[src/inc/ddac_pkg.sv]
`default_nettype none
package ddac_pkg;
    localparam logic [4:0] A_CAL_CTRL = 5'h0E;
    localparam logic [4:0] A_CAL_MEM = 5'h0F;
    localparam logic [4:0] A_MEM_ADDR = 5'h10;
    localparam logic [4:0] A_MEM_DATA = 5'h11;
    localparam logic [4:0] A_CAL_CMD = 5'h12;
    localparam logic [4:0] A_RT_CTRL = 5'h14;
    localparam logic [4:0] A_HW_REV = 5'h1F;
    // Control and status bit positions, and the memory address bit B_HALF
    localparam int B_PRELD_Q = 7;
    localparam int B_PRELD_I = 6;
    localparam int B_SEL_Q = 5;
    localparam int B_SEL_I = 4;
    localparam int B_CAL_CLOCK_ENABLE_EN = 3;
    localparam int B_CLR_Q = 7;
    localparam int B_CLR_I = 6;
    localparam int B_START = 4;
    localparam int B_STORE = 3;
    localparam int B_FETCH = 2;
    localparam int B_UNCAL_Q = 1;
    localparam int B_UNCAL_I = 0;
    localparam int B_SEARCH = 4;
    localparam int B_REACQ = 3;
    localparam int B_OVR = 2;
    localparam int B_HALF = 5;
    localparam logic [5:0] CAL_REF_FIXED = 6'h20;
    localparam logic [5:0] USER_REF_ADDR = 6'h01;
    localparam logic [5:0] COEFF_DEFAULT = 6'h00;
    localparam logic [1:0] MEM_UNCAL = 2'h0;
    localparam logic [1:0] MEM_SELF = 2'h1;
    localparam logic [1:0] MEM_USER = 2'h2;
    // Arbitrary revision value
    localparam logic [7:0] HW_REVISION = 8'h01;
    localparam logic [7:0] RT_ACQ_CYCLES = 8'h64;
    localparam logic [5:0] CAL_RUN_TICKS = 6'h20;
    localparam logic [4:0] SPI_BITS = 5'h10;
    localparam logic [4:0] SPI_INSTR_BITS = 5'h08;
    localparam int SAMPLE_W = 14;
    localparam int FIFO_DEPTH = 16;
    typedef struct packed {
        logic [SAMPLE_W-1:0] i;
        logic [SAMPLE_W-1:0] q;
    } ddac_pair_t;
    typedef enum logic [1:0] {
        CAL_IDLE = 2'b00,
        CAL_RUN = 2'b01,
        CAL_FINISH = 2'b11
    } ddac_cal_st_t;
endpackage
`default_nettype wire

[src/rtl/ddac_top.sv]
`timescale 1ns/100ps
`default_nettype none
module ddac_fifo #(
    parameter int W = 28,
    parameter int D = 16
) (
    input wire logic i_clk,
    input wire logic i_reset_n,
    input wire logic [W-1:0] i_data,
    input wire logic i_valid,
    output logic o_ready,
    output logic [W-1:0] o_data,
    output logic o_valid,
    input wire logic i_ready
);
    localparam int AW = $clog2(D);
    typedef struct packed {
        logic [D-1:0][W-1:0] mem;
        logic [AW-1:0] wp;
        logic [AW-1:0] rp;
        logic [AW:0] cnt;
    } ddac_fifo_st_t;
    ddac_fifo_st_t f_reg;
    ddac_fifo_st_t f_next;
    logic push;
    logic pop;

    always_comb
    begin
        push = i_valid && o_ready;
        pop = o_valid && i_ready;
        f_next = f_reg;
        if (push)
        begin
            f_next.mem[f_reg.wp] = i_data;
            f_next.wp = f_reg.wp + 1'b1;
        end
        if (pop)
        begin
            f_next.rp = f_reg.rp + 1'b1;
        end
        f_next.cnt = f_reg.cnt + {{AW{1'b0}}, push} - {{AW{1'b0}}, pop};
    end

    always_ff @(posedge i_clk or negedge i_reset_n)
    begin
        if (!i_reset_n)
            f_reg <= '0;
        else
            f_reg <= f_next;
    end

    assign o_ready = f_reg.cnt != D[AW:0];
    assign o_valid = f_reg.cnt != '0;
    assign o_data = f_reg.mem[f_reg.rp];
endmodule

////////////////////////////////////////////////////////////////////////////////
module ddac_top (
    input wire logic i_clk,
    input wire logic i_reset_n,
    input wire logic i_spi_clk,
    input wire logic i_spi_cs_n,
    input wire logic i_sdio,
    output logic o_sdio,
    output logic o_sdio_oe,
    input wire logic i_data_qualifying_clock,
    input wire logic [ddac_pkg::SAMPLE_W-1:0] i_sample_data_bus,
    input wire logic i_channel_order_select,
    input wire logic i_sample_edge_select,
    input wire logic i_twos_format,
    output logic o_source_ready,
    output ddac_pkg::ddac_pair_t o_sample,
    output logic o_sample_valid,
    input wire logic i_core_ready,
    output logic [1:0] o_i_phase,
    output logic [1:0] o_q_phase,
    output logic o_searching,
    output logic o_cal_tick,
    output logic [5:0] o_i_cal_ref,
    output logic [5:0] o_q_cal_ref
);
    import ddac_pkg::*;
    typedef struct packed {
        logic sck_d;
        logic [4:0] bits;
        logic [15:0] sh;
        logic [7:0] tx;
        logic sdo;
        logic sdo_oe;
        logic [7:0] cal_ctrl;
        logic [5:0] addr;
        logic [5:0] data;
        logic [63:0][5:0] mem;
        logic done_q;
        logic done_i;
        logic [1:0] mst_q;
        logic [1:0] mst_i;
        ddac_cal_st_t cal_st;
        logic run_q;
        logic run_i;
        logic [7:0] div_cnt;
        logic cal_tick;
        logic [5:0] ticks;
        logic [5:0] i_ref;
        logic [5:0] q_ref;
        logic searching;
        logic [7:0] acq_cnt;
        logic [1:0] ph_cnt;
        logic [1:0] auto_ph;
        logic reacq;
        logic ovr;
        logic [1:0] i_field;
        logic [1:0] i_ph;
        logic [1:0] q_ph;
        logic dclk_d;
        logic second;
        logic [SAMPLE_W-1:0] hold;
        logic src_ready;
        logic out_valid;
        ddac_pair_t out_pair;
    } ddac_st_t;
    ddac_st_t r_reg;
    ddac_st_t r_next;
    logic sck_rise;
    logic sck_fall;
    logic [15:0] frame;
    logic wr;
    logic [7:0] wd;
    logic [4:0] wa;
    logic cmd;
    logic edge_hit;
    logic [SAMPLE_W-1:0] conv;
    logic pair_valid;
    ddac_pair_t pair;
    logic fifo_ready;
    logic fifo_valid;
    ddac_pair_t fifo_data;
    logic take;
    logic [8:0] div_n;

    function automatic logic [7:0] rd_reg(input ddac_st_t s, input logic [4:0] a);
        unique case (a)
            A_CAL_CTRL: rd_reg = s.cal_ctrl;
            A_CAL_MEM: rd_reg = {s.done_q, s.done_i, 2'h0, s.mst_q, s.mst_i};
            A_MEM_ADDR: rd_reg = {2'h0, s.addr};
            A_MEM_DATA: rd_reg = {2'h0, s.data};
            A_RT_CTRL: rd_reg = {s.q_ph, 1'b0, s.searching, s.reacq, s.ovr, s.i_ph};
            A_HW_REV: rd_reg = HW_REVISION;
            default: rd_reg = 8'h00;
        endcase
    endfunction

    ////////////////////////////////////////////////////////////////////////////
    always_comb
    begin
        r_next = r_reg;
        // Serial port: 8-bit instruction (rw, 2 unused, 5 address) then one byte
        sck_rise = !i_spi_cs_n && i_spi_clk && !r_reg.sck_d;
        sck_fall = !i_spi_cs_n && !i_spi_clk && r_reg.sck_d;
        frame = {r_reg.sh[14:0], i_sdio};
        wr = sck_rise && (r_reg.bits == SPI_BITS - 5'h01) && !frame[15];
        wa = frame[12:8];
        wd = frame[7:0];
        cmd = wr && (wa == A_CAL_CMD);
        r_next.sck_d = i_spi_clk;
        r_next.cal_tick = 1'b0;
        if (i_spi_cs_n)
        begin
            r_next.bits = 5'h00;
            r_next.sdo_oe = 1'b0;
        end
        else if (sck_rise)
        begin
            r_next.sh = frame;
            r_next.bits = r_reg.bits + 5'h01;
            if (r_reg.bits == SPI_INSTR_BITS - 5'h01 && frame[7])
            begin
                r_next.tx = rd_reg(r_reg, frame[4:0]);
                r_next.sdo_oe = 1'b1;
            end
        end
        else if (sck_fall && r_reg.sdo_oe)
        begin
            r_next.sdo = r_reg.tx[7];
            r_next.tx = {r_reg.tx[6:0], 1'b0};
        end
        if (wr)
        begin
            unique case (wa)
                A_CAL_CTRL: r_next.cal_ctrl = wd;
                A_MEM_ADDR: r_next.addr = wd[5:0];
                A_MEM_DATA: r_next.data = wd[5:0];
                A_RT_CTRL:
                begin
                    r_next.reacq = wd[B_REACQ];
                    r_next.ovr = wd[B_OVR];
                    if (r_reg.ovr)
                        r_next.i_field = wd[1:0];
                    if (wd[B_REACQ] && !r_reg.reacq)
                    begin
                        r_next.searching = 1'b1;
                        r_next.acq_cnt = 8'h00;
                    end
                end
                default: ;
            endcase
        end
        if (cmd && wd[B_STORE])
        begin
            r_next.mem[r_reg.addr] = r_reg.data;
            if (r_reg.addr[B_HALF])
                r_next.mst_q = MEM_USER;
            else
                r_next.mst_i = MEM_USER;
        end
        if (cmd && wd[B_FETCH])
            r_next.data = r_reg.mem[r_reg.addr];
        for (int k = 0; k < 64; k++)
        begin
            if (cmd && (k >= 32 ? wd[B_UNCAL_Q] : wd[B_UNCAL_I]))
                r_next.mem[k] = COEFF_DEFAULT;
        end
        if (cmd && wd[B_UNCAL_Q])
            r_next.mst_q = MEM_UNCAL;
        if (cmd && wd[B_UNCAL_I])
            r_next.mst_i = MEM_UNCAL;
        if (cmd && wd[B_CLR_Q])
            r_next.done_q = 1'b0;
        if (cmd && wd[B_CLR_I])
            r_next.done_i = 1'b0;
        // Calibration clock; stopped divider keeps its count
        div_n = (9'h100 >> r_reg.cal_ctrl[2:0]) - 9'h001;
        if (r_reg.cal_ctrl[B_CAL_CLOCK_ENABLE_EN])
        begin
            r_next.div_cnt = r_reg.div_cnt + 8'h01;
            if (r_reg.div_cnt >= div_n[7:0])
            begin
                r_next.div_cnt = 8'h00;
                r_next.cal_tick = 1'b1;
            end
        end
        unique case (r_reg.cal_st)
            CAL_IDLE:
            begin
                if (cmd && wd[B_START])
                begin
                    r_next.cal_st = CAL_RUN;
                    r_next.run_q = r_reg.cal_ctrl[B_SEL_Q];
                    r_next.run_i = r_reg.cal_ctrl[B_SEL_I];
                    r_next.ticks = 6'h00;
                    r_next.q_ref = r_reg.cal_ctrl[B_PRELD_Q] ?
                        r_reg.mem[USER_REF_ADDR] : CAL_REF_FIXED;
                    r_next.i_ref = r_reg.cal_ctrl[B_PRELD_I] ?
                        r_reg.mem[USER_REF_ADDR] : CAL_REF_FIXED;
                end
            end
            CAL_RUN:
            begin
                if (r_reg.cal_tick)
                    r_next.ticks = r_reg.ticks + 6'h01;
                if (r_reg.ticks == CAL_RUN_TICKS)
                    r_next.cal_st = CAL_FINISH;
            end
            CAL_FINISH:
            begin
                // Set wins over a clear in the same cycle
                r_next.cal_st = CAL_IDLE;
                if (r_reg.run_q)
                begin
                    r_next.done_q = 1'b1;
                    r_next.mst_q = MEM_SELF;
                    r_next.mem[6'h20] = r_reg.q_ref;
                end
                if (r_reg.run_i)
                begin
                    r_next.done_i = 1'b1;
                    r_next.mst_i = MEM_SELF;
                    r_next.mem[6'h00] = r_reg.i_ref;
                end
            end
            default: r_next.cal_st = CAL_IDLE;
        endcase
        // Retimer: phase taken from a free count at each data clock rise
        r_next.ph_cnt = r_reg.ph_cnt + 2'h1;
        if (i_data_qualifying_clock && !r_reg.dclk_d)
            r_next.auto_ph = r_reg.ph_cnt;
        if (r_reg.searching && !(wr && wa == A_RT_CTRL && wd[B_REACQ] && !r_reg.reacq))
        begin
            r_next.acq_cnt = r_reg.acq_cnt + 8'h01;
            if (r_reg.acq_cnt == RT_ACQ_CYCLES - 8'h01)
                r_next.searching = 1'b0;
        end
        r_next.i_ph = r_reg.ovr ? r_reg.i_field : r_reg.auto_ph;
        r_next.q_ph = r_reg.ovr ? r_reg.i_field : r_reg.auto_ph;
        if (!r_reg.ovr)
            r_next.i_field = r_reg.auto_ph;
        // DDR capture on the chosen edge of the qualifying clock
        // Edges are seen through this clock, so they must be one clock apart at least
        r_next.dclk_d = i_data_qualifying_clock;
        edge_hit = i_sample_edge_select ? (i_data_qualifying_clock && !r_reg.dclk_d) :
            (!i_data_qualifying_clock && r_reg.dclk_d);
        conv = i_sample_data_bus ^ {i_twos_format, {(SAMPLE_W-1){1'b0}}};
        pair_valid = edge_hit && r_reg.second;
        pair.i = i_channel_order_select ? r_reg.hold : conv;
        pair.q = i_channel_order_select ? conv : r_reg.hold;
        if (edge_hit)
        begin
            r_next.second = !r_reg.second;
            r_next.hold = conv;
        end
        r_next.src_ready = fifo_ready;
        // Output unusable while searching, so nothing leaves the buffer
        take = fifo_valid && !r_reg.searching && (!r_reg.out_valid || i_core_ready);
        if (take)
        begin
            r_next.out_valid = 1'b1;
            r_next.out_pair = fifo_data;
        end
        else if (i_core_ready)
            r_next.out_valid = 1'b0;
    end

    always_ff @(posedge i_clk or negedge i_reset_n)
    begin
        if (!i_reset_n)
        begin
            r_reg <= '0;
            r_reg.searching <= 1'b1;
            r_reg.cal_st <= CAL_IDLE;
        end
        else
            r_reg <= r_next;
    end

    // Pairs arriving while the buffer is full are lost; source must honour ready
    ddac_fifo #(.W($bits(ddac_pair_t)), .D(FIFO_DEPTH)) u_fifo (
        .i_clk(i_clk),
        .i_reset_n(i_reset_n),
        .i_data(pair),
        .i_valid(pair_valid),
        .o_ready(fifo_ready),
        .o_data(fifo_data),
        .o_valid(fifo_valid),
        .i_ready(take)
    );

    assign o_sdio = r_reg.sdo;
    assign o_sdio_oe = r_reg.sdo_oe;
    assign o_source_ready = r_reg.src_ready;
    assign o_sample = r_reg.out_pair;
    assign o_sample_valid = r_reg.out_valid;
    assign o_i_phase = r_reg.i_ph;
    assign o_q_phase = r_reg.q_ph;
    assign o_searching = r_reg.searching;
    assign o_cal_tick = r_reg.cal_tick;
    assign o_i_cal_ref = r_reg.i_ref;
    assign o_q_cal_ref = r_reg.q_ref;
endmodule
`default_nettype wire

[config.mk]
export PLATFORM = sky130hd
export DESIGN_NAME = ddac_top
export DESIGN_NICKNAME = d
export VERILOG_FILES = /design/src/inc/ddac_pkg.sv /design/src/rtl/ddac_top.sv
export SDC_FILE = /design/constraint.sdc
export NUM_CORES = 2
export LEC_CHECK = 0
export BUFFER_PORTS_ARGS = -buffer_cell sky130_fd_sc_hd__buf_2
export CORE_MARGIN = 2
export CORE_UTILIZATION = 50
export CTS_CLUSTER_DIAMETER = 120
export CTS_CLUSTER_SIZE = 10
export DETAILED_ROUTE_END_ITERATION = 12
export GPL_TIMING_DRIVEN = 1
export PLACE_DENSITY_LB_ADDON = 0.3
export SKIP_CTS_REPAIR_TIMING = 1
export SLEW_MARGIN = 10
export SYNTH_ARGS = -nofsm -noshare
export SYNTH_HDL_FRONTEND = slang
export SYNTH_SLANG_ARGS = --single-unit
[constraint.sdc]
create_clock -name i_clk -period 3.3 [get_ports i_clk]
set_input_delay 0.495 -clock i_clk [delete_from_list [all_inputs] [get_ports i_clk]]
set_output_delay 0.495 -clock i_clk [all_outputs]
set_load 0.01 [all_outputs]
# After elaboration in Yosys (flattened, before gate mapping)

Index checks and enable logic that the tools add are counted.

Multiplexer cells: 126
Equal/unequal tests: 24
$lt $le $gt $ge: 6
Div/mod/pow operators: 0
$mul: 0
$add $sub $neg: 10
Bitwise operators: 3
Reductions and logical operators: 69
Shift-type cells: 1

Operators with widths:

| cell                | number |
|---|---|
| $mux 6              | 75 |
| $bwmux 448          | 1 |
| $bwmux 384          | 1 |
| $mux 384            | 1 |
| $bmux 28 s4         | 1 |
| $demux 28 s4        | 1 |
| $mux 28             | 2 |
| $mux 9              | 6 |
| $pmux 8 s6          | 1 |
| $eq 5x5->1 const B  | 8 |
| $bmux 6 s6          | 1 |
| $demux 6 s6         | 1 |
| $logic_and 1x1->1   | 30 |
| $mux 14             | 2 |
| $reduce_bool 2->1   | 12 |
| $mux 2              | 11 |
| $mux 21             | 1 |
| $eq 5x4->1 const B  | 4 |
| $mux 18             | 1 |
| $reduce_and 2->1    | 9 |
| $add 8x1->8 const B | 2 |
| $mux 8              | 2 |
| $xor 14x14->14      | 1 |
| $mux 1              | 12 |
| 32 further kinds    | 53 |

ROM bits: 0
Bits in registers: 999
Latch bits: 0
Output and inout port bits: 50
Memories: 0
Input port bits: 24
Memory bits (writable): 0

# Logic depth before layout (Yosys ltp)

Depth after elaboration: 12
Depth in mapped cells: 14
Mapped depth without buffers: 13

# Hierarchy

Synthesis repeated with hierarchy kept, for this count alone.

Cells, all modules: 3842
Area, all modules: 47106.4 µm²

By module, submodules not included:

| module    | instances | cells an instance | area each (µm²) |
|---|---|---|---|
| ddac_top  | 1         | 2443              | 25727.2 |
| ddac_fifo | 1         | 1399              | 21379.3 |

# Worst setup path after synthesis

Ideal clock, no wire load.

Path type: register -> register
Start point: reg r_reg, in the netlist o_searching
End point: reg u_fifo.f_reg[4] (netlist bit)
Required time: 3.177 ns
Slack: 0.550 ns
Library setup time: 0.123 ns
Path buffers: 2
Clock period less this slack: 2.750 ns
Cell stages (with the launch flop): 13
Arrival time: 2.627 ns
Cell sequence: dfstp_2 clkbuf_1 o21bai_1 a21oi_1 clkbuf_1 ha_1 inv_1 ha_1 fa_1 a21oi_1 nor2_1 nor2_1 xnor2_1

RTL lines:

| element                | line            | text |
|---|---|---|
| from (decl)            | ddac_top.sv:123 | `ddac_st_t r_reg;` |
| from (signal assigned) | ddac_top.sv:333 | `r_reg <= r_next;` |
| to (signal assigned)   | ddac_top.sv:50  | `f_reg <= f_next;` |
| to (decl)              | ddac_top.sv:23  | `ddac_fifo_st_t f_reg;` |

# Worst setup path after layout

Start point: reg r_reg[534] (netlist bit)
End point: reg r_reg, in the netlist o_i_cal_ref[2]

Cells in the longest elaborated chain, start to end: 6

Ends and longest elaborated chain:

| element                        | line            | text |
|---|---|---|
| $eq 5x4->1                     | ddac_top.sv:162 | `wr = sck_rise && (r_reg.bits == SPI_BITS - 5'h01) && !frame[15];` |
| $logic_and 1x1->1 (2 in a row) | ddac_top.sv:162 |  |
| $logic_and 1x1->1              | ddac_top.sv:165 | `cmd = wr && (wa == A_CAL_CMD);` |
| $logic_and 1x1->1              | ddac_top.sv:246 | `if (cmd && wd[B_START])` |
| $reduce_and 2->1 (no line)     | n/a             |  |

Every way passes these cells.
A chain may end at the register's enable or synchronous reset.

==> reports/summary.txt <==
Peak VDD IR = 0.5113 mV
Top_reg_cell synth = dfrtp_1
Filler cell count = 7742
Syn_nets = 4322
Power per standard cell area = 657.1 mW/mm2
# IOs = 74
CTS clk-pin slew, worst paths = 60 ps
Synthesized cell area = 0.04585 mm2
Largest net degree at the start of global routing = 153
Synth area leaders = dfrtp_1 (54%), o21ai_0 (9.0%), mux4_2 (8.7%)
Synth area leader = dfrtp_1
Syn Inst Count = 4273
Cell variety after synth = 77
RePlAce Congestion = 0.9400
Die Ht = 306.8 um
Setup TNS Final = 0 ps
Yosys warns = 0
Startpoint type of the worst setup path = flip-flop
Buffers and inverters on the worst path = 0
CTS tree = built
Final hold vios = 0
Slowest-stage cell, CP = or3_1
Vias in the first global route = 33230
Die W = 306.8 um
Routed length per instance = 23.11 um
Htree depth = 3
Initial antenna violation count = 0
Status = complete, no violations
Die ar. = 0.09414 mm2
Async S/R FF share, synth = 1.000
Synth Register Bits = 998
Clock skew = 16.91 ps
ANT nets after route = 0
Worst-path cell chain = ha_1, and3_1, ha_1, and4bb_2, and4b_1, nand2_1, or3_1, nand2_1, o21ai_1
Crit path largest cell delay = 640 ps
Cell family with the largest share of critical-path delay = simple AND/OR/NAND/NOR gates
Max reg flops = 474
CP Capture Type = flip-flop
# setup viols final = 0
Clock buffer count from CTS = 109
Slew @ Worst Pin = 926.1 ps
Pre-antenna DRT Iters = 8
RSZ-0062 raised after global routing = false
Global-route wire length before repair = 199800 um
Final period utilization = 0.9140
Critical Path RT = 3840 ps
Iter 0 DRT Violations = 3647
Synthesized area per cell = 10.73 um2
Count leader, synth = dfrtp_1
Sequential share of the synthesized area = 0.5447
Arrival time worst endpoint = 3560 ps
Clk_lat worst skew = 690 ps
Site Rows = 111
Fin. max-slew vios = 0
Maxcap violations = 0
CTS max path bufs = 3
Number of nets in the layout = 4308
Minimum clock period = 3016 ps
Number of synthesized flops with an enable pin = 0
Top cell type's share of synthesized area = 0.5441
Area added between synthesis and finish = 10.83%
HPWL after detailed placement = 78760 um
DR DRC count = 0
Share of post-route cells with drive strength above 1 = 0.1724
Total power = 33.39 mW
Core ar. = 0.09125 mm2
Vias per inst = 6.124
Initial Utilization = 0.5025
Leakage power = 22.93 nW
Post-synth top cells = dfrtp_1 (997), o21ai_0 (820), nand2_1 (767), nand3_1 (272), clkbuf_1 (266)
Vias post-DR = 33470
Global route overflow = 0
Diodes inserted = 0
Overall routed net length = 126300 um
Relative slew slack = 0.3826
CTS sink cnt = 998
Fmax = 331.6 MHz
Worst min path class = primary input to flip-flop
Critical path class = flip-flop to flip-flop
Total track usage = 0.2723
I/O Buffers = 73
Worst Path Max Fanout = 23
WHS = 4.870 ps
Clk root buf = clkbuf_16
[cell families (layout without fill, tap and decap cells)]
kind of cell	count (synthesis)	in the layout	share of synthesized area
xor+xnor	33	33	0.006304
mux	405	405	0.1394
buf+inv	450	457	0.04462
simple gates	1244	1244	0.1200
fa+ha+maj	25	25	0.006986
flops	998	998	0.5447
compound gates	1118	1118	0.1379
[layout by cell type (no fill, tap or decap), types with 100 or more instances in the layout]
cell type,n
mux2i_1,128
buf_4,196
clkbuf_16,110
mux2_2,100
nand2_1,765
o21ai_0,820
dfrtp_1,989
mux4_2,177
nand3_1,259
[worst paths after layout]
check	from	endpoint	slack (ps)	cells past startpoint
worst min-delay path	i_core_ready	o_sample_valid$_DFFE_PN0P_	5	2
worst max register to register	r_reg[534]$_DFFE_PN0P_	o_i_cal_ref[2]$_DFFE_PN0P_	280	9
worst max-delay path	r_reg[534]$_DFFE_PN0P_	o_i_cal_ref[2]$_DFFE_PN0P_	280	9
worst min register to register	frame[13]$_DFFE_PN0P_	frame[14]$_DFFE_PN0P_	460	2
max in group asynchronous	i_reset_n	u_fifo.f_reg[426]$_DFFE_PN0P_	1800	3
min in group asynchronous	i_reset_n	r_reg[347]$_DFFE_PN0P_	470	2
[final cells by class]
class / instances / area [um2] / share of cell area
clock buffer: 128 / 2830 / 0.05570
clock inverter: 4 / 56.30 / 0.001108
inverter: 26 / 97.59 / 0.001921
multi-input combinational: 2825 / 18930 / 0.3726
sequential: 998 / 25000 / 0.4919
tap: 1186 / 1484 / 0.02920
timing repair buffer: 299 / 2417 / 0.04757
[worst register-to-register path: cells and delay by family, from the launching register on]
kind	cells	cell delay [ps]
and+or+nand+nor	6	2070
AOI/OAI and AO/OA	1	80
DFF	1	390
adders and majority gates	2	340
[report_power, final]
group | switching, mW | internal (mW)
Sequential | 1.47 | 14.5
Combinational | 3.38 | 3.44
Clock | 4.67 | 5.93
Total | 9.52 | 23.9
[per-layer routing]
metal	part of all wire	track usage
met5	0	0
met1	0.42	0.3768
met4	0.038	0.1012
met2	0.48	0.4371
met3	0.063	0.04287
[stage by stage]
stage / cells / area, um2 / setup WS [ps] / utilization
detailed placement: 5331 / 47900 / 329.5 / 0.5249
floorplan: 4273 / 45850 / 549.9 / -
finish: 5466 / 50820 / 283.9 / 0.5569
global placement: 5331 / 47900 / 356.4 / 0.5249
global route: 5466 / 50820 / 58.47 / 0.5569
CTS: 5463 / 50790 / 275.5 / 0.5566
Note: power is estimated with default switching activity, not from simulation.
